==> config.mk <==
export PLATFORM = sky130hd
export DESIGN_NAME = timer_clock_source_prescaler
export DESIGN_NICKNAME = d
export VERILOG_FILES = /design/src/timer_pkg.sv /design/src/edge_filter.sv /design/src/timer_clock_source_prescaler.sv
export SDC_FILE = /design/constraint.sdc
export NUM_CORES = 1
export LEC_CHECK = 0
export ABC_CLOCK_PERIOD_IN_PS = 2400
export BUFFER_PORTS_ARGS = -buffer_cell sky130_fd_sc_hd__buf_2
export CORE_UTILIZATION = 41
export DETAILED_ROUTE_END_ITERATION = 8
export PLACE_DENSITY_LB_ADDON = 0.25
export SLEW_MARGIN = 10
export SYNTH_ARGS = -nofsm -noshare
export SYNTH_HDL_FRONTEND = slang
export SYNTH_SLANG_ARGS = --single-unit
==> constraint.sdc <==
create_clock -name core_clk_in -period 2.4 [get_ports core_clk_in]
set_input_delay 0.24 -clock core_clk_in [delete_from_list [all_inputs] [get_ports core_clk_in]]
set_output_delay 0.24 -clock core_clk_in [all_outputs]
set_load 0.01 [all_outputs]
==> src/timer_pkg.sv <==
// Purpose: shared constants and types for the timer clock source block
// Assumes: 8-bit register port, one system clock
// Notes:   register offsets are word indices of the plain register port
package timer_pkg;

  ////////////////////////////////////////////////////////////////////////////
  localparam int ADDR_W = 3;
  localparam int DATA_W = 8;
  localparam int COUNT_W = 16;
  localparam int PHASE_W = 4;
  localparam int PRESC_W = 3;

  localparam logic [ADDR_W-1:0] ADDR_COUNT_LOW  = 3'h0;
  localparam logic [ADDR_W-1:0] ADDR_COUNT_HIGH = 3'h1;
  localparam logic [ADDR_W-1:0] ADDR_CTRL       = 3'h2;
  localparam logic [ADDR_W-1:0] ADDR_STATUS     = 3'h3;
  localparam logic [ADDR_W-1:0] ADDR_MASK       = 3'h4;

  // control register fields
  localparam int CTRL_RUN_BIT        = 0;
  localparam int CTRL_EXT_SRC_BIT    = 1;
  localparam int CTRL_SYNC_BYPASS_BIT = 2;
  localparam int CTRL_PRESC_LSB      = 3;
  localparam int CTRL_LP_OSC_BIT     = 5;
  localparam logic [DATA_W-1:0] CTRL_WR_MASK = 8'h3F;
  localparam logic [DATA_W-1:0] CTRL_RESET   = 8'h00;

  // status and mask fields
  localparam int STATUS_OVF_BIT = 0;
  localparam logic [DATA_W-1:0] STATUS_WR_MASK = 8'h01;
  localparam logic [DATA_W-1:0] STATUS_RESET   = 8'h00;
  localparam logic [DATA_W-1:0] MASK_RESET     = 8'h00;

  localparam logic [COUNT_W-1:0] COUNT_RESET = 16'h0000;
  localparam logic [COUNT_W-1:0] COUNT_MAX   = 16'hFFFF;
  localparam logic [DATA_W-1:0]  READ_ZERO   = 8'h00;

  // system clocks per instruction cycle
  localparam int INSTR_CLKS = 4;

  ////////////////////////////////////////////////////////////////////////////
  typedef enum logic [1:0] {
    ARM_IDLE      = 2'b00,
    ARM_WAIT_FALL = 2'b01,
    ARM_READY     = 2'b11
  } arm_state_t;

  typedef struct packed {
    logic [ADDR_W-1:0] addr;
    logic [DATA_W-1:0] wdata;
    logic              wr;
    logic              rd;
  } reg_req_t;

  typedef struct packed {
    logic s1;
    logic s2;
    logic s3;
    logic stable;
    logic rise;
    logic fall;
  } filter_state_t;

  typedef struct packed {
    logic [COUNT_W-1:0] count;
    logic [PRESC_W-1:0] presc;
    logic [PHASE_W-1:0] phase;
    logic [DATA_W-1:0]  ctrl;
    logic [DATA_W-1:0]  status;
    logic [DATA_W-1:0]  mask;
    logic [DATA_W-1:0]  rdata;
    logic               irq;
    logic               pend;
    arm_state_t         arm;
  } timer_state_t;

endpackage

==> src/edge_filter.sv <==
// Purpose: pin input synchroniser with agreement filter and edge pulses
// Assumes: raw input is asynchronous to core_clk_in
// Notes:   edges are one-cycle pulses, delayed four clocks from the pin
`timescale 1ns/10ps
module edge_filter (
  input  wire logic core_clk_in,
  input  wire logic resetn_in,
  input  wire logic raw_in,
  output wire logic level_out,
  output wire logic rise_out,
  output wire logic fall_out
);

  ////////////////////////////////////////////////////////////////////////////
  timer_pkg::filter_state_t st_q;
  timer_pkg::filter_state_t st_d;

  always_comb begin
    st_d      = st_q;
    st_d.s1   = raw_in;
    // s1 feeds s2 only; metastability settles before anything decides
    st_d.s2   = st_q.s1;
    st_d.s3   = st_q.s2;
    st_d.rise = 1'b0;
    st_d.fall = 1'b0;
    if ((st_q.s2 == st_q.s3) && (st_q.s3 != st_q.stable)) begin
      st_d.stable = st_q.s3;
      st_d.rise   = st_q.s3;
      st_d.fall   = ~st_q.s3;
    end
  end

  always_ff @(posedge core_clk_in) begin
    if (!resetn_in) begin
      st_q <= '0;
    end else begin
      st_q <= st_d;
    end
  end

  assign level_out = st_q.stable;
  assign rise_out  = st_q.rise;
  assign fall_out  = st_q.fall;

endmodule

==> src/timer_clock_source_prescaler.sv <==
// Purpose: clock source select, prescaler and 16-bit count for a timer
// Assumes: plain register port, read data one cycle after the read strobe
// Notes:   external inputs are filtered, so edges lag the pin by 4 clocks
//
// Notes on behaviour
// - internal source counts instruction cycles times prescale
// - external source works as timer or counter
// - count advances on external rising edges, prescaled
// - external clock resynchronised or not, by control bit
// - crystal oscillator usable when system on internal oscillator
// - falling edge must precede first counted rising edge
// - prescaler divides by one, two, four or eight
// - prescale counter hidden from software
// - writing either count byte clears the prescaler
// - bypass bit counts edges free of instruction phase
// - count is sixteen bits, read as two bytes
//
// Strobed register access and the address map were chosen for this implementation.
`timescale 1ns/10ps
module timer_clock_source_prescaler #(
  parameter int CLKS_PER_INSTR = timer_pkg::INSTR_CLKS
) (
  input  wire logic                         core_clk_in,
  input  wire logic                         resetn_in,
  input  wire timer_pkg::reg_req_t          reg_req_in,
  input  wire logic                         ext_count_input_in,
  input  wire logic                         low_power_crystal_osc_in,
  input  wire logic                         internal_osc_mode_in,
  output wire logic [timer_pkg::DATA_W-1:0] rdata_out,
  output wire logic                         irq_out,
  output wire logic [timer_pkg::COUNT_W-1:0] count_out
);

  ////////////////////////////////////////////////////////////////////////////
  // elaboration check
  localparam int PHASE_MAX = (1 << timer_pkg::PHASE_W);

  generate
    if (CLKS_PER_INSTR < 1 || CLKS_PER_INSTR > PHASE_MAX) begin : g_chk
      $error("CLKS_PER_INSTR outside the range the phase counter holds");
    end
  endgenerate

  localparam logic [timer_pkg::PHASE_W-1:0] PHASE_LAST =
    timer_pkg::PHASE_W'(CLKS_PER_INSTR - 1);

  ////////////////////////////////////////////////////////////////////////////
  // prescaler mask: divide by 2**sel
  function automatic logic [timer_pkg::PRESC_W-1:0] presc_mask(
    input logic [1:0] sel
  );
    logic [timer_pkg::PRESC_W-1:0] m;
    m = 3'h0;
    case (sel)
      2'h0:    m = 3'h0;
      2'h1:    m = 3'h1;
      2'h2:    m = 3'h3;
      2'h3:    m = 3'h7;
      default: m = 3'h0;
    endcase
    return m;
  endfunction

  ////////////////////////////////////////////////////////////////////////////
  // external inputs
  logic pin_rise;
  logic pin_fall;
  logic osc_rise;
  logic osc_fall;

  edge_filter u_pin_filter (
    .core_clk_in (core_clk_in),
    .resetn_in   (resetn_in),
    .raw_in      (ext_count_input_in),
    .level_out   (),
    .rise_out    (pin_rise),
    .fall_out    (pin_fall)
  );

  edge_filter u_osc_filter (
    .core_clk_in (core_clk_in),
    .resetn_in   (resetn_in),
    .raw_in      (low_power_crystal_osc_in),
    .level_out   (),
    .rise_out    (osc_rise),
    .fall_out    (osc_fall)
  );

  ////////////////////////////////////////////////////////////////////////////
  timer_pkg::timer_state_t st_q;
  timer_pkg::timer_state_t st_d;

  logic       run;
  logic       ext_src;
  logic       bypass;
  logic       use_osc;
  logic [1:0] presc_sel;
  logic       instr_tick;
  logic       src_rise;
  logic       src_fall;
  logic       src_tick;
  logic       count_tick;
  logic       wr_low;
  logic       wr_high;
  logic       ovf_set;
  logic [timer_pkg::DATA_W-1:0] ovf_bits;
  logic [timer_pkg::DATA_W-1:0] clr_bits;

  always_comb begin
    run       = st_q.ctrl[timer_pkg::CTRL_RUN_BIT];
    ext_src   = st_q.ctrl[timer_pkg::CTRL_EXT_SRC_BIT];
    bypass    = st_q.ctrl[timer_pkg::CTRL_SYNC_BYPASS_BIT];
    presc_sel = st_q.ctrl[timer_pkg::CTRL_PRESC_LSB +: 2];
    // crystal shares the system oscillator pins, so only when free
    use_osc   = st_q.ctrl[timer_pkg::CTRL_LP_OSC_BIT] &
                internal_osc_mode_in;
    instr_tick = (st_q.phase == PHASE_LAST);
    src_rise  = use_osc ? osc_rise : pin_rise;
    src_fall  = use_osc ? osc_fall : pin_fall;
    wr_low    = reg_req_in.wr &&
                (reg_req_in.addr == timer_pkg::ADDR_COUNT_LOW);
    wr_high   = reg_req_in.wr &&
                (reg_req_in.addr == timer_pkg::ADDR_COUNT_HIGH);
  end

  always_comb begin
    st_d       = st_q;
    src_tick   = 1'b0;
    count_tick = 1'b0;
    ovf_set    = 1'b0;
    ovf_bits   = timer_pkg::READ_ZERO;
    clr_bits   = timer_pkg::READ_ZERO;

    // instruction phase runs regardless of mode
    st_d.phase = instr_tick ? '0 : st_q.phase + 1'b1;

    // arming: a fresh start needs a falling edge first
    case (st_q.arm)
      timer_pkg::ARM_IDLE: begin
        if (run && ext_src) begin
          st_d.arm = timer_pkg::ARM_WAIT_FALL;
        end
      end
      timer_pkg::ARM_WAIT_FALL: begin
        if (src_fall) begin
          st_d.arm = timer_pkg::ARM_READY;
        end
      end
      timer_pkg::ARM_READY: begin
        st_d.arm = timer_pkg::ARM_READY;
      end
      default: begin
        st_d.arm = timer_pkg::ARM_IDLE;
      end
    endcase
    if (!run || !ext_src) begin
      st_d.arm = timer_pkg::ARM_IDLE;
    end

    // source tick before prescaling
    if (run) begin
      if (!ext_src) begin
        src_tick = instr_tick;
      end else if (st_q.arm == timer_pkg::ARM_READY) begin
        if (bypass) begin
          src_tick = src_rise;
        end else begin
          // resync: a seen edge waits for the instruction boundary
          if (src_rise) begin
            st_d.pend = 1'b1;
          end
          if (instr_tick && (st_q.pend || src_rise)) begin
            src_tick  = 1'b1;
            st_d.pend = 1'b0;
          end
        end
      end
    end
    if (!run || !ext_src || bypass) begin
      st_d.pend = 1'b0;
    end

    // prescaler, never visible on the register port
    if (src_tick) begin
      if ((st_q.presc & presc_mask(presc_sel)) ==
          presc_mask(presc_sel)) begin
        st_d.presc = '0;
        count_tick = 1'b1;
      end else begin
        st_d.presc = st_q.presc + 1'b1;
      end
    end

    if (count_tick) begin
      st_d.count = st_q.count + 1'b1;
      if (st_q.count == timer_pkg::COUNT_MAX) begin
        ovf_set = 1'b1;
      end
    end

    // software writes win over a concurrent increment
    if (wr_low) begin
      st_d.count[7:0] = reg_req_in.wdata;
      st_d.presc      = '0;
    end
    if (wr_high) begin
      st_d.count[15:8] = reg_req_in.wdata;
      st_d.presc       = '0;
    end
    if (reg_req_in.wr && (reg_req_in.addr == timer_pkg::ADDR_CTRL)) begin
      st_d.ctrl = reg_req_in.wdata & timer_pkg::CTRL_WR_MASK;
    end
    if (reg_req_in.wr && (reg_req_in.addr == timer_pkg::ADDR_MASK)) begin
      st_d.mask = reg_req_in.wdata & timer_pkg::STATUS_WR_MASK;
    end

    // write-one-to-clear, a same-cycle overflow keeps its flag
    if (reg_req_in.wr && (reg_req_in.addr == timer_pkg::ADDR_STATUS)) begin
      clr_bits = reg_req_in.wdata & timer_pkg::STATUS_WR_MASK;
    end
    ovf_bits[timer_pkg::STATUS_OVF_BIT] = ovf_set;
    st_d.status = (st_q.status & ~clr_bits) | ovf_bits;

    st_d.irq = |(st_d.status & st_d.mask);

    // read data stands one cycle only
    st_d.rdata = timer_pkg::READ_ZERO;
    if (reg_req_in.rd) begin
      case (reg_req_in.addr)
        timer_pkg::ADDR_COUNT_LOW:  st_d.rdata = st_q.count[7:0];
        timer_pkg::ADDR_COUNT_HIGH: st_d.rdata = st_q.count[15:8];
        timer_pkg::ADDR_CTRL:       st_d.rdata = st_q.ctrl;
        timer_pkg::ADDR_STATUS:     st_d.rdata = st_q.status;
        timer_pkg::ADDR_MASK:       st_d.rdata = st_q.mask;
        default:                    st_d.rdata = timer_pkg::READ_ZERO;
      endcase
    end
  end

  ////////////////////////////////////////////////////////////////////////////
  always_ff @(posedge core_clk_in) begin
    if (!resetn_in) begin
      st_q.count  <= timer_pkg::COUNT_RESET;
      st_q.presc  <= '0;
      st_q.phase  <= '0;
      st_q.ctrl   <= timer_pkg::CTRL_RESET;
      st_q.status <= timer_pkg::STATUS_RESET;
      st_q.mask   <= timer_pkg::MASK_RESET;
      st_q.rdata  <= timer_pkg::READ_ZERO;
      st_q.irq    <= 1'b0;
      st_q.pend   <= 1'b0;
      st_q.arm    <= timer_pkg::ARM_IDLE;
    end else begin
      st_q <= st_d;
    end
  end

  assign rdata_out = st_q.rdata;
  assign irq_out   = st_q.irq;
  assign count_out = st_q.count;

endmodule

# == After elaboration in Yosys (flattened, before gate mapping) ==
# Index checks and enable logic that the tools add are counted.
# W data, S select, Z words.
# totals
register_bits,69
latchBits,0
mem_bits_rw,0
rom_bits,0
inputBits,18
out_inout_bits,25
wordCells,110
n_memories,0
# classes
add_sub_neg,3
n_mul,0
div_mod_pow,0
magnitude_cmp,0
eq_ne,18
shifts,0
n_mux,26
n_bitwise,10
n_reduce_logical,30
# ops
operator,n
$pmux W8 S5,1
$add A16 B1 Y16 const B,1
$and A8 B8 Y8,2
$eq A16 B16 Y1 const B,1
$mux W16,1
$mux W8,2
$mux W1,14
$pmux W3 S4,1
$mux W11,1
$logic_and A1 B1 Y1,9
$mux W3,3
$not A8 Y8,1
$or A8 B1 Y8,1
$reduce_and A2 Y1,4
$reduce_or A8 Y1,1
$eq A2 B2 Y1 const B,3
$eq A3 B2 Y1 const B,2
$pmux W2 S3,1
$reduce_bool A2 Y1,3
$reduce_or A2 Y1,3
$reduce_and A5 Y1,1
$add A4 B1 Y4 const B,1
$eq A2 B1 Y1 const B,2
$eq A4 B2 Y1 const B,1
16 further kinds,27

# == Depth between registers and ports, before layout ==
# Gate-level depths: netlist (run 1).
# logic_depth
depth_word,18
ltp_mapped,7
mapped_depth_nobuf,6

# == By module ==
# Synthesis (run 1) repeated with hierarchy kept, for this count alone.
# unflattened
cells_unflattened,302
area_unflattened_um2,2670.1
# by_module_without_submodules
mod,n_inst,cells_each,area_each_um2,seq_area_each_um2
timer_clock_source_prescaler,1,272,2319.7,860.8
edge_filter,2,15,175.2,120.1

# == Worst setup path before layout (run 1) ==
# No wires, ideal clock.
# synth_timing
path_type,reg-to-reg
start,reg st_q[36] (netlist bit)
end,reg st_q[42] (netlist bit)
setup_ns,0.086
arrival_ns,1.982
required_ns,2.314
path_slack_ns,0.333
stages_incl_launch_ff,7
path_buffers,0
period_less_slack_ns,2.067
cell_sequence,dfxtp_1 ha_1 or3b_4 a211oi_4 nand2_4 or4b_1 a211oi_1
# synth_between
elab_chain_cells,7
# synth_lines
item,line,rtl
start: declaration,timer_clock_source_prescaler.sv:90,timer_pkg::timer_state_t st_q;
start signal: assignment,timer_clock_source_prescaler.sv:254,st_q <= st_d;
$eq A4 B2 Y1 (*),timer_clock_source_prescaler.sv:117,instr_tick = (st_q.phase == PHASE_LAST);
$logic_and A1 B1 Y1,timer_clock_source_prescaler.sv:172,if (instr_tick && (st_q.pend || src_rise)) begin
$mux W1,timer_clock_source_prescaler.sv:172,
$mux W1,timer_clock_source_prescaler.sv:165,if (bypass) begin
$mux W1,timer_clock_source_prescaler.sv:164,end else if (st_q.arm == timer_pkg::ARM_READY) begin
$mux W1 (*),timer_clock_source_prescaler.sv:162,if (!ext_src) begin
$mux W1 (*),timer_clock_source_prescaler.sv:161,if (run) begin
# Mark *: on every way between the ends. The rest lies on a longest branch, timed or not.
# A chain may end at the register's enable or synchronous reset.

# == Worst setup path after layout (run 1) ==
# Ends and elaborated chain as after synthesis.

==> results of run 1 <==
-- worst paths after layout --
check / depth (start not counted) / start / end / slack, ns
worst max-delay path: 6 / st_q[36] / st_q[42] / 0.18
worst max register to register: 6 / st_q[36] / st_q[42] / 0.18
worst min-delay path: 2 / ext_count_input_in / u_pin_filter.st_d[4] / 0.12
worst min register to register: 1 / u_osc_filter.st_d[4] / u_osc_filter.st_d[3] / 0.44
-- cell usage in the layout (no fill, tap or decap), drive strengths merged, types with 5 or more instances in the layout --
master | synthesis | routed
and3 | 5 | 5
mux2i | 20 | 20
nand2 | 26 | 26
clkbuf | 7 | 5
o21ai | 14 | 14
inv | 6 | 7
a211oi | 5 | 5
buf | 25 | 47
a21oi | 18 | 18
dfxtp | 55 | 55
and2 | 7 | 7
nor3 | 10 | 10
nor2 | 33 | 33
nand4 | 6 | 6
xnor2 | 5 | 5
a31oi | 5 | 5
nand3 | 14 | 14
-- routing by layer --
layer | up-vias | GRT usage [%] | routed length (µm) | share of wire [%]
li1 | 1145 | - | - | -
met1 | 1064 | 26.74 | 3059 | 49
met2 | 91 | 29.58 | 2645 | 42
met3 | 12 | 4.352 | 445 | 7.1
met4 | 0 | 6.113 | 122 | 1.9
met5 | - | 0 | 0 | 0
-- registers in the layout (all words and copies together), names as in the netlist --
signal and flops:
bypass 1, count_out 16, ext_src 1, irq_out 1
presc_sel 2, rdata_out 8, run 1, st_q 13
u_osc_filter.fall_out 1, u_osc_filter.level_out 1, u_osc_filter.rise_out 1, u_osc_filter.st_d 2
u_osc_filter.st_q 1, u_pin_filter.fall_out 1, u_pin_filter.level_out 1, u_pin_filter.rise_out 1
u_pin_filter.st_d 2, u_pin_filter.st_q 1
-- power groups by stage --
| stage | logic [mW] | clock network [mW] | registers (mW) |
|---|---|---|---|
| finish | 0.201 | 0.549 | 1.00 |
| global route | 0.223 | 0.607 | 1.01 |
| CTS | 0.201 | 0.571 | 1.00 |
| detailed placement | 0.201 | 0 | 1.02 |
| global placement | 0.199 | 0 | 1.02 |
| floorplan | 0.162 | 0 | 1.00 |
-- layout make-up --
type,count,share of cell area (%)
Tap cell,77,3.253
Clock buffer,5,2.324
Inverter,7,0.8872
Sequential cell,55,37.18
Clock inverter,3,0.9294
Timing Repair Buffer,47,8.365
Multi-Input combinational cell,221,47.06
-- kinds of logic (layout without fill, tap and decap cells) --
| family | Yosys count | count (layout) |
|---|---|---|
| AND/OR/NAND/NOR | 128 | 128 |
| flip-flops | 55 | 55 |
| XOR/XNOR | 7 | 7 |
| multiplexers | 21 | 21 |
| adder cells (fa/ha/maj) | 3 | 3 |
| AO/OA/AOI/OAI | 62 | 62 |
| buffers and inverters | 39 | 62 |
-- metrics by stage --
stage | power, mW | util (%) | setup WS (ns) | instance area [µm²] | hold WS, ns
final | 1.752 | 46.11 | 0.1800 | 2962 | 0.1158
after global routing | 1.838 | 46.11 | 0.05544 | 2962 | 0.09821
after CTS | 1.774 | 46.11 | 0.1681 | 2962 | 0.1053
after detailed placement | 1.223 | 44.61 | 0.1891 | 2865 | 0.4221
after global placement | 1.220 | 44.61 | 0.2347 | 2865 | 0.4137
after floorplan | 1.167 | - | 0.3326 | 2753 | 0.3673
==> impl_metrics.py, run 1 <==
metrics = {
    "status": {
        "status": "finished, violations left",
        "violations": "design-rule violations",
    },
    "global_routing": {
        "grtUsageTotal_pct": 19.28,
        "antenna_found_initial": 0,
        "grt_overflow": 0,
        "grt_pass1_wl_um": 10540,
        "first_global_vias": 2093,
        "grt_max_degree": 20,
    },
    "power": {
        "intPower_mw": 1.253,
        "p_leak_nw": 1.225,
        "switchingPower_mw": 0.4998,
        "peakVddDrop_mv": 0.2946,
        "switching_share_pct": 28.52,
        "p_comb_share_pct": 11.5,
        "power_density_nw_per_um2": 591.7,
        "clock_power_share_pct": 31.3,
        "power.share.sequential_pct": 57.2,
    },
    "placement": {
        "dp_hpwl_um": 4745,
        "dp_cells": 407,
        "io_buffers": 42,
        "gp_congestion": 0.8592,
    },
    "synthesis": {
        "synth_cell_types": 56,
        "synth_compound_area_share_pct": 14.68,
        "syn_avg_cell_area_um2": 8.739,
        "yosys.area.top_type_share_pct": 40.00,
        "synthesis.nets": 336,
        "synthAdderAreaFrac_pct": 1.364,
        "yosys.area_share.simple_pct": 24.68,
        "synth_xor_area_share_pct": 2.227,
        "yosysMostFrequentCell": "dfxtp_1",
        "synth_top_cells_by_count": "dfxtp_1, nor2_1, buf_4, nand2_1, mux2i_1",
        "yosys_warnings": 0,
        "ys_seq_elements": 55,
        "synth.mux.area_fraction_pct": 7.682,
        "ys.flop_type": "dfxtp_1",
        "synth_top_family_by_area": "simple AND/OR/NAND/NOR gates",
        "synth_edf_count": 0,
        "syn_inst": 315,
        "syn_area_um2": 2753,
        "async_reset_ff_share_pct": 0,
        "ys_seq_area_share_pct": 40.00,
        "yosysTopAreaCell": "dfxtp_1",
        "synth_top_cells_by_area": "dfxtp_1, mux2i_1, buf_4, nor2_1, a21oi_1",
    },
    "cells_and_area": {
        "ff_latch_area_um2": 1101,
        "multiInputGateArea_um2": 1394,
        "final_cells": 415,
        "fillers": 621,
        "area_growth_pct": 7.591,
        "nNetsFinal": 358,
        "drive_above_1_share_pct": 21.30,
        "diodes": 0,
    },
    "detailed_routing": {
        "wl_per_cell_um": 15.11,
        "drtIter0Drc": 130,
        "totalWireLength_um": 6272,
        "dr.pass1.iters": 7,
        "drcViolationCount": 2,
        "antenna_left": 0,
        "vias": 2312,
        "vias_per_cell": 5.571,
    },
    "cts": {
        "cts_setup_buffers": 0,
        "clockRootBuffer": "clkbuf_8",
        "clock_latency_ns": 0.32,
        "ctsHoldBuffers": 0,
        "cts.repair.resized": 0,
        "htreeDepth": 2,
        "clk_pin_slew_ns": 0.11,
        "cts_tree": "done",
        "cts_buffer_depth": 2,
        "clock_sink_count": 55,
        "numCtsBuffers": 5,
    },
    "worst_setup_path": {
        "crit_family": "simple AND/OR/NAND/NOR gates",
        "cp_slowest_cell": "or4b_1",
        "worst-setup-path-type": "reg2reg",
        "cp_data_arrival_time_ns": 2.46,
        "cpPeakStageDelay_ns": 0.47,
        "cp_num_buf_inv": 0,
        "cp-end-kind": "register",
        "worstPathCellList": "ha_1 > or3b_4 > a211oi_4 > nand2_4 > or4b_1 > a211oi_1",
        "cp.required_ns": 2.64,
        "cp_max_fo": 9,
        "start_kind": "register",
    },
    "floorplan": {
        "start_util_pct": 42.86,
        "num_rows": 29,
        "num_io_pins": 43,
        "coreArea_um2": 6422,
        "die_h_um": 83.94,
        "dieArea_um2": 7045,
        "chipWidth_um": 83.94,
    },
    "timing": {
        "worst_clock_skew_ns": 0.009265,
        "max_freq_mhz": 450.5,
        "rsz0062_at_grt": "false",
        "worst_pin_slew_ns": 0.5770,
        "tns_ns": 0,
        "setup_violations": 0,
        "fin_crit_sh_pct": 92.50,
        "finalCriticalPeriod_ns": 2.220,
        "hold_viol_final": 0,
        "slew_violations": 0,
        "relSlewSlack_pct": 61.24,
    },
    "min_path": {
        "hold_path.class": "in2reg",
    },
    "flow_run": {
        "cap_violations": 0,
    },
}
(Power assumes the default switching activity.)
==> run 2: changes to the inputs <==
--- a/config.mk
+++ b/config.mk
@@ -7,6 +7,7 @@
 export LEC_CHECK = 0
 export ABC_CLOCK_PERIOD_IN_PS = 2400
 export BUFFER_PORTS_ARGS = -buffer_cell sky130_fd_sc_hd__buf_2
+export CORE_ASPECT_RATIO = 0.9
 export CORE_UTILIZATION = 41
 export DETAILED_ROUTE_END_ITERATION = 8
 export PLACE_DENSITY_LB_ADDON = 0.25
==> impl_metrics.py, run 2 (synthesis results as in run 1) <==
metrics = {
    "worst_setup_path": {
        "cp_data_arrival_time_ns": 2.51,
        "crit_path_start": "st_q[36]",
        "cp_max_fo": 9,
        "start_kind": "register",
        "r2r_start": "st_q[36]",
        "cp-end-kind": "register",
        "ff2ff_path_depth": 6,
        "timing.reg2reg.setup_slack_ns": 0.13,
        "cp.required_ns": 2.64,
        "r2r-end": "st_q[42]",
        "worst-setup-path-type": "reg2reg",
    },
    "timing": {
        "hold_viol_final": 0,
        "worst_clock_skew_ns": 0.005853,
        "rsz0062_at_grt": "false",
        "max_freq_mhz": 440.2,
        "holdWs_ns": 0.1288,
        "slew_violations": 0,
        "worst_pin_slew_ns": 0.5282,
        "tns_ns": 0,
        "setup_violations": 0,
        "fin_crit_sh_pct": 94.66,
        "finalCriticalPeriod_ns": 2.272,
        "relSlewSlack_pct": 64.47,
    },
    "placement": {
        "gp_congestion": 0.8740,
        "io_buffers": 42,
        "dp_cells": 417,
        "dp_hpwl_um": 4847,
    },
    "cts": {
        "clockRootBuffer": "clkbuf_8",
        "cts_buffer_depth": 2,
        "numCtsBuffers": 5,
        "cts_tree": "done",
        "ctsHoldBuffers": 0,
        "cts_setup_buffers": 0,
        "clock_sink_count": 55,
        "htreeDepth": 2,
        "clk_pin_slew_ns": 0.10,
        "cts.repair.resized": 0,
        "clock_latency_ns": 0.31,
    },
    "detailed_routing": {
        "vias_per_cell": 5.414,
        "drcViolationCount": 0,
        "totalWireLength_um": 6355,
        "antenna_left": 0,
        "drtIter0Drc": 103,
        "vias": 2301,
        "wl_per_cell_um": 14.95,
        "dr.pass1.iters": 4,
    },
    "floorplan": {
        "num_io_pins": 43,
        "coreArea_um2": 6284,
        "chipWidth_um": 88.37,
        "die_h_um": 79.73,
        "start_util_pct": 43.81,
        "num_rows": 27,
        "dieArea_um2": 7046,
    },
    "cells_and_area": {
        "nNetsFinal": 358,
        "diodes": 0,
        "drive_above_1_share_pct": 21.30,
        "final_cells": 425,
        "layout_commonest_cell": "dfxtp_1",
        "final_cell_mix": "dfxtp_1, buf_2, nor2_1",
        "area_growth_pct": 8.136,
        "largest_reg_flops": 16,
    },
    "global_routing": {
        "grtUsageMet3_pct": 3.723,
        "first_global_vias": 2075,
        "busiest_layer": "met2",
        "grt_pass1_wl_um": 10340,
        "met1_usage_pct": 27.41,
        "antenna_found_initial": 0,
        "grt_util_met2_pct": 28.54,
        "grt_max_degree": 25,
        "grt_overflow": 0,
        "grtUsageTotal_pct": 19.49,
    },
    "flow_run": {
        "cap_violations": 0,
    },
    "min_path": {
        "min_delay_worst_endpoint": "u_pin_filter.st_d[4]",
        "min_path_cells": 2,
        "hold_path.class": "in2reg",
        "holdCritStartpoint": "ext_count_input_in",
    },
    "power": {
        "p_leak_nw": 1.226,
        "peakVddDrop_mv": 0.2736,
        "power_density_nw_per_um2": 590.2,
    },
    "status": {
        "status": "finished clean",
    },
}
run 2: changes by cell type in the layout (fill, tap and decap cells not counted), sizes merged:
| cell | previous run | this run |
|---|---|---|
| clkbuf | 5 | 6 |
| inv | 7 | 6 |
run 2: metal layers:
metal | up-vias | wire [µm]
li1 | 1146 | -
met2 | 72 | 2692
met5 | - | 0
met1 | 1068 | 3121
met4 | 0 | 173
met3 | 15 | 368
run 2: worst max-delay path, stage by stage (launching register included):
cell and delay, ns:
dfxtp_1 0.37, ha_1 0.21, or3b_4 0.42, a211oi_4 0.37, nand2_4 0.12, or4b_1 0.47
a211oi_1 0.22
run 2: how the worst max path moves through the flow:
stage                          to  cells past startpoint
finish                   st_q[42]                      6
global route        count_out[10]                      6
CTS                      st_q[42]                      6
detailed placement       st_q[42]                      6
global placement         st_q[42]                      6
floorplan                st_q[42]                      6
run 2: power breakdown:
part	switching [mW]	internal, mW
clock network	0.316	0.236
registers	0.0536	0.949
logic	0.113	0.0890
total	0.483	1.27
run 2: stage by stage:
step	total power, mW	util, %	worst slack (ns)	instance area [µm²]
after global placement	1.222	45.80	0.2499	2878
after detailed placement	1.225	45.80	0.1814	2878
after CTS	1.771	47.37	0.1472	2977
after floorplan	1.167	-	0.3326	2753
after global routing	1.833	47.37	0.01681	2977
final	1.757	47.37	0.1281	2977
run 2: final cells by class:
| type | instances | area, µm² |
|---|---|---|
| flip-flops and latches | 55 | 1101 |
| well taps | 87 | 108.9 |
| repair buffers | 47 | 247.7 |
| multi-input cells | 221 | 1394 |
| fillers | 646 | 3307 |
| inverters | 7 | 26.28 |
| clock buffers | 6 | 82.58 |
| clock inverters | 2 | 16.27 |
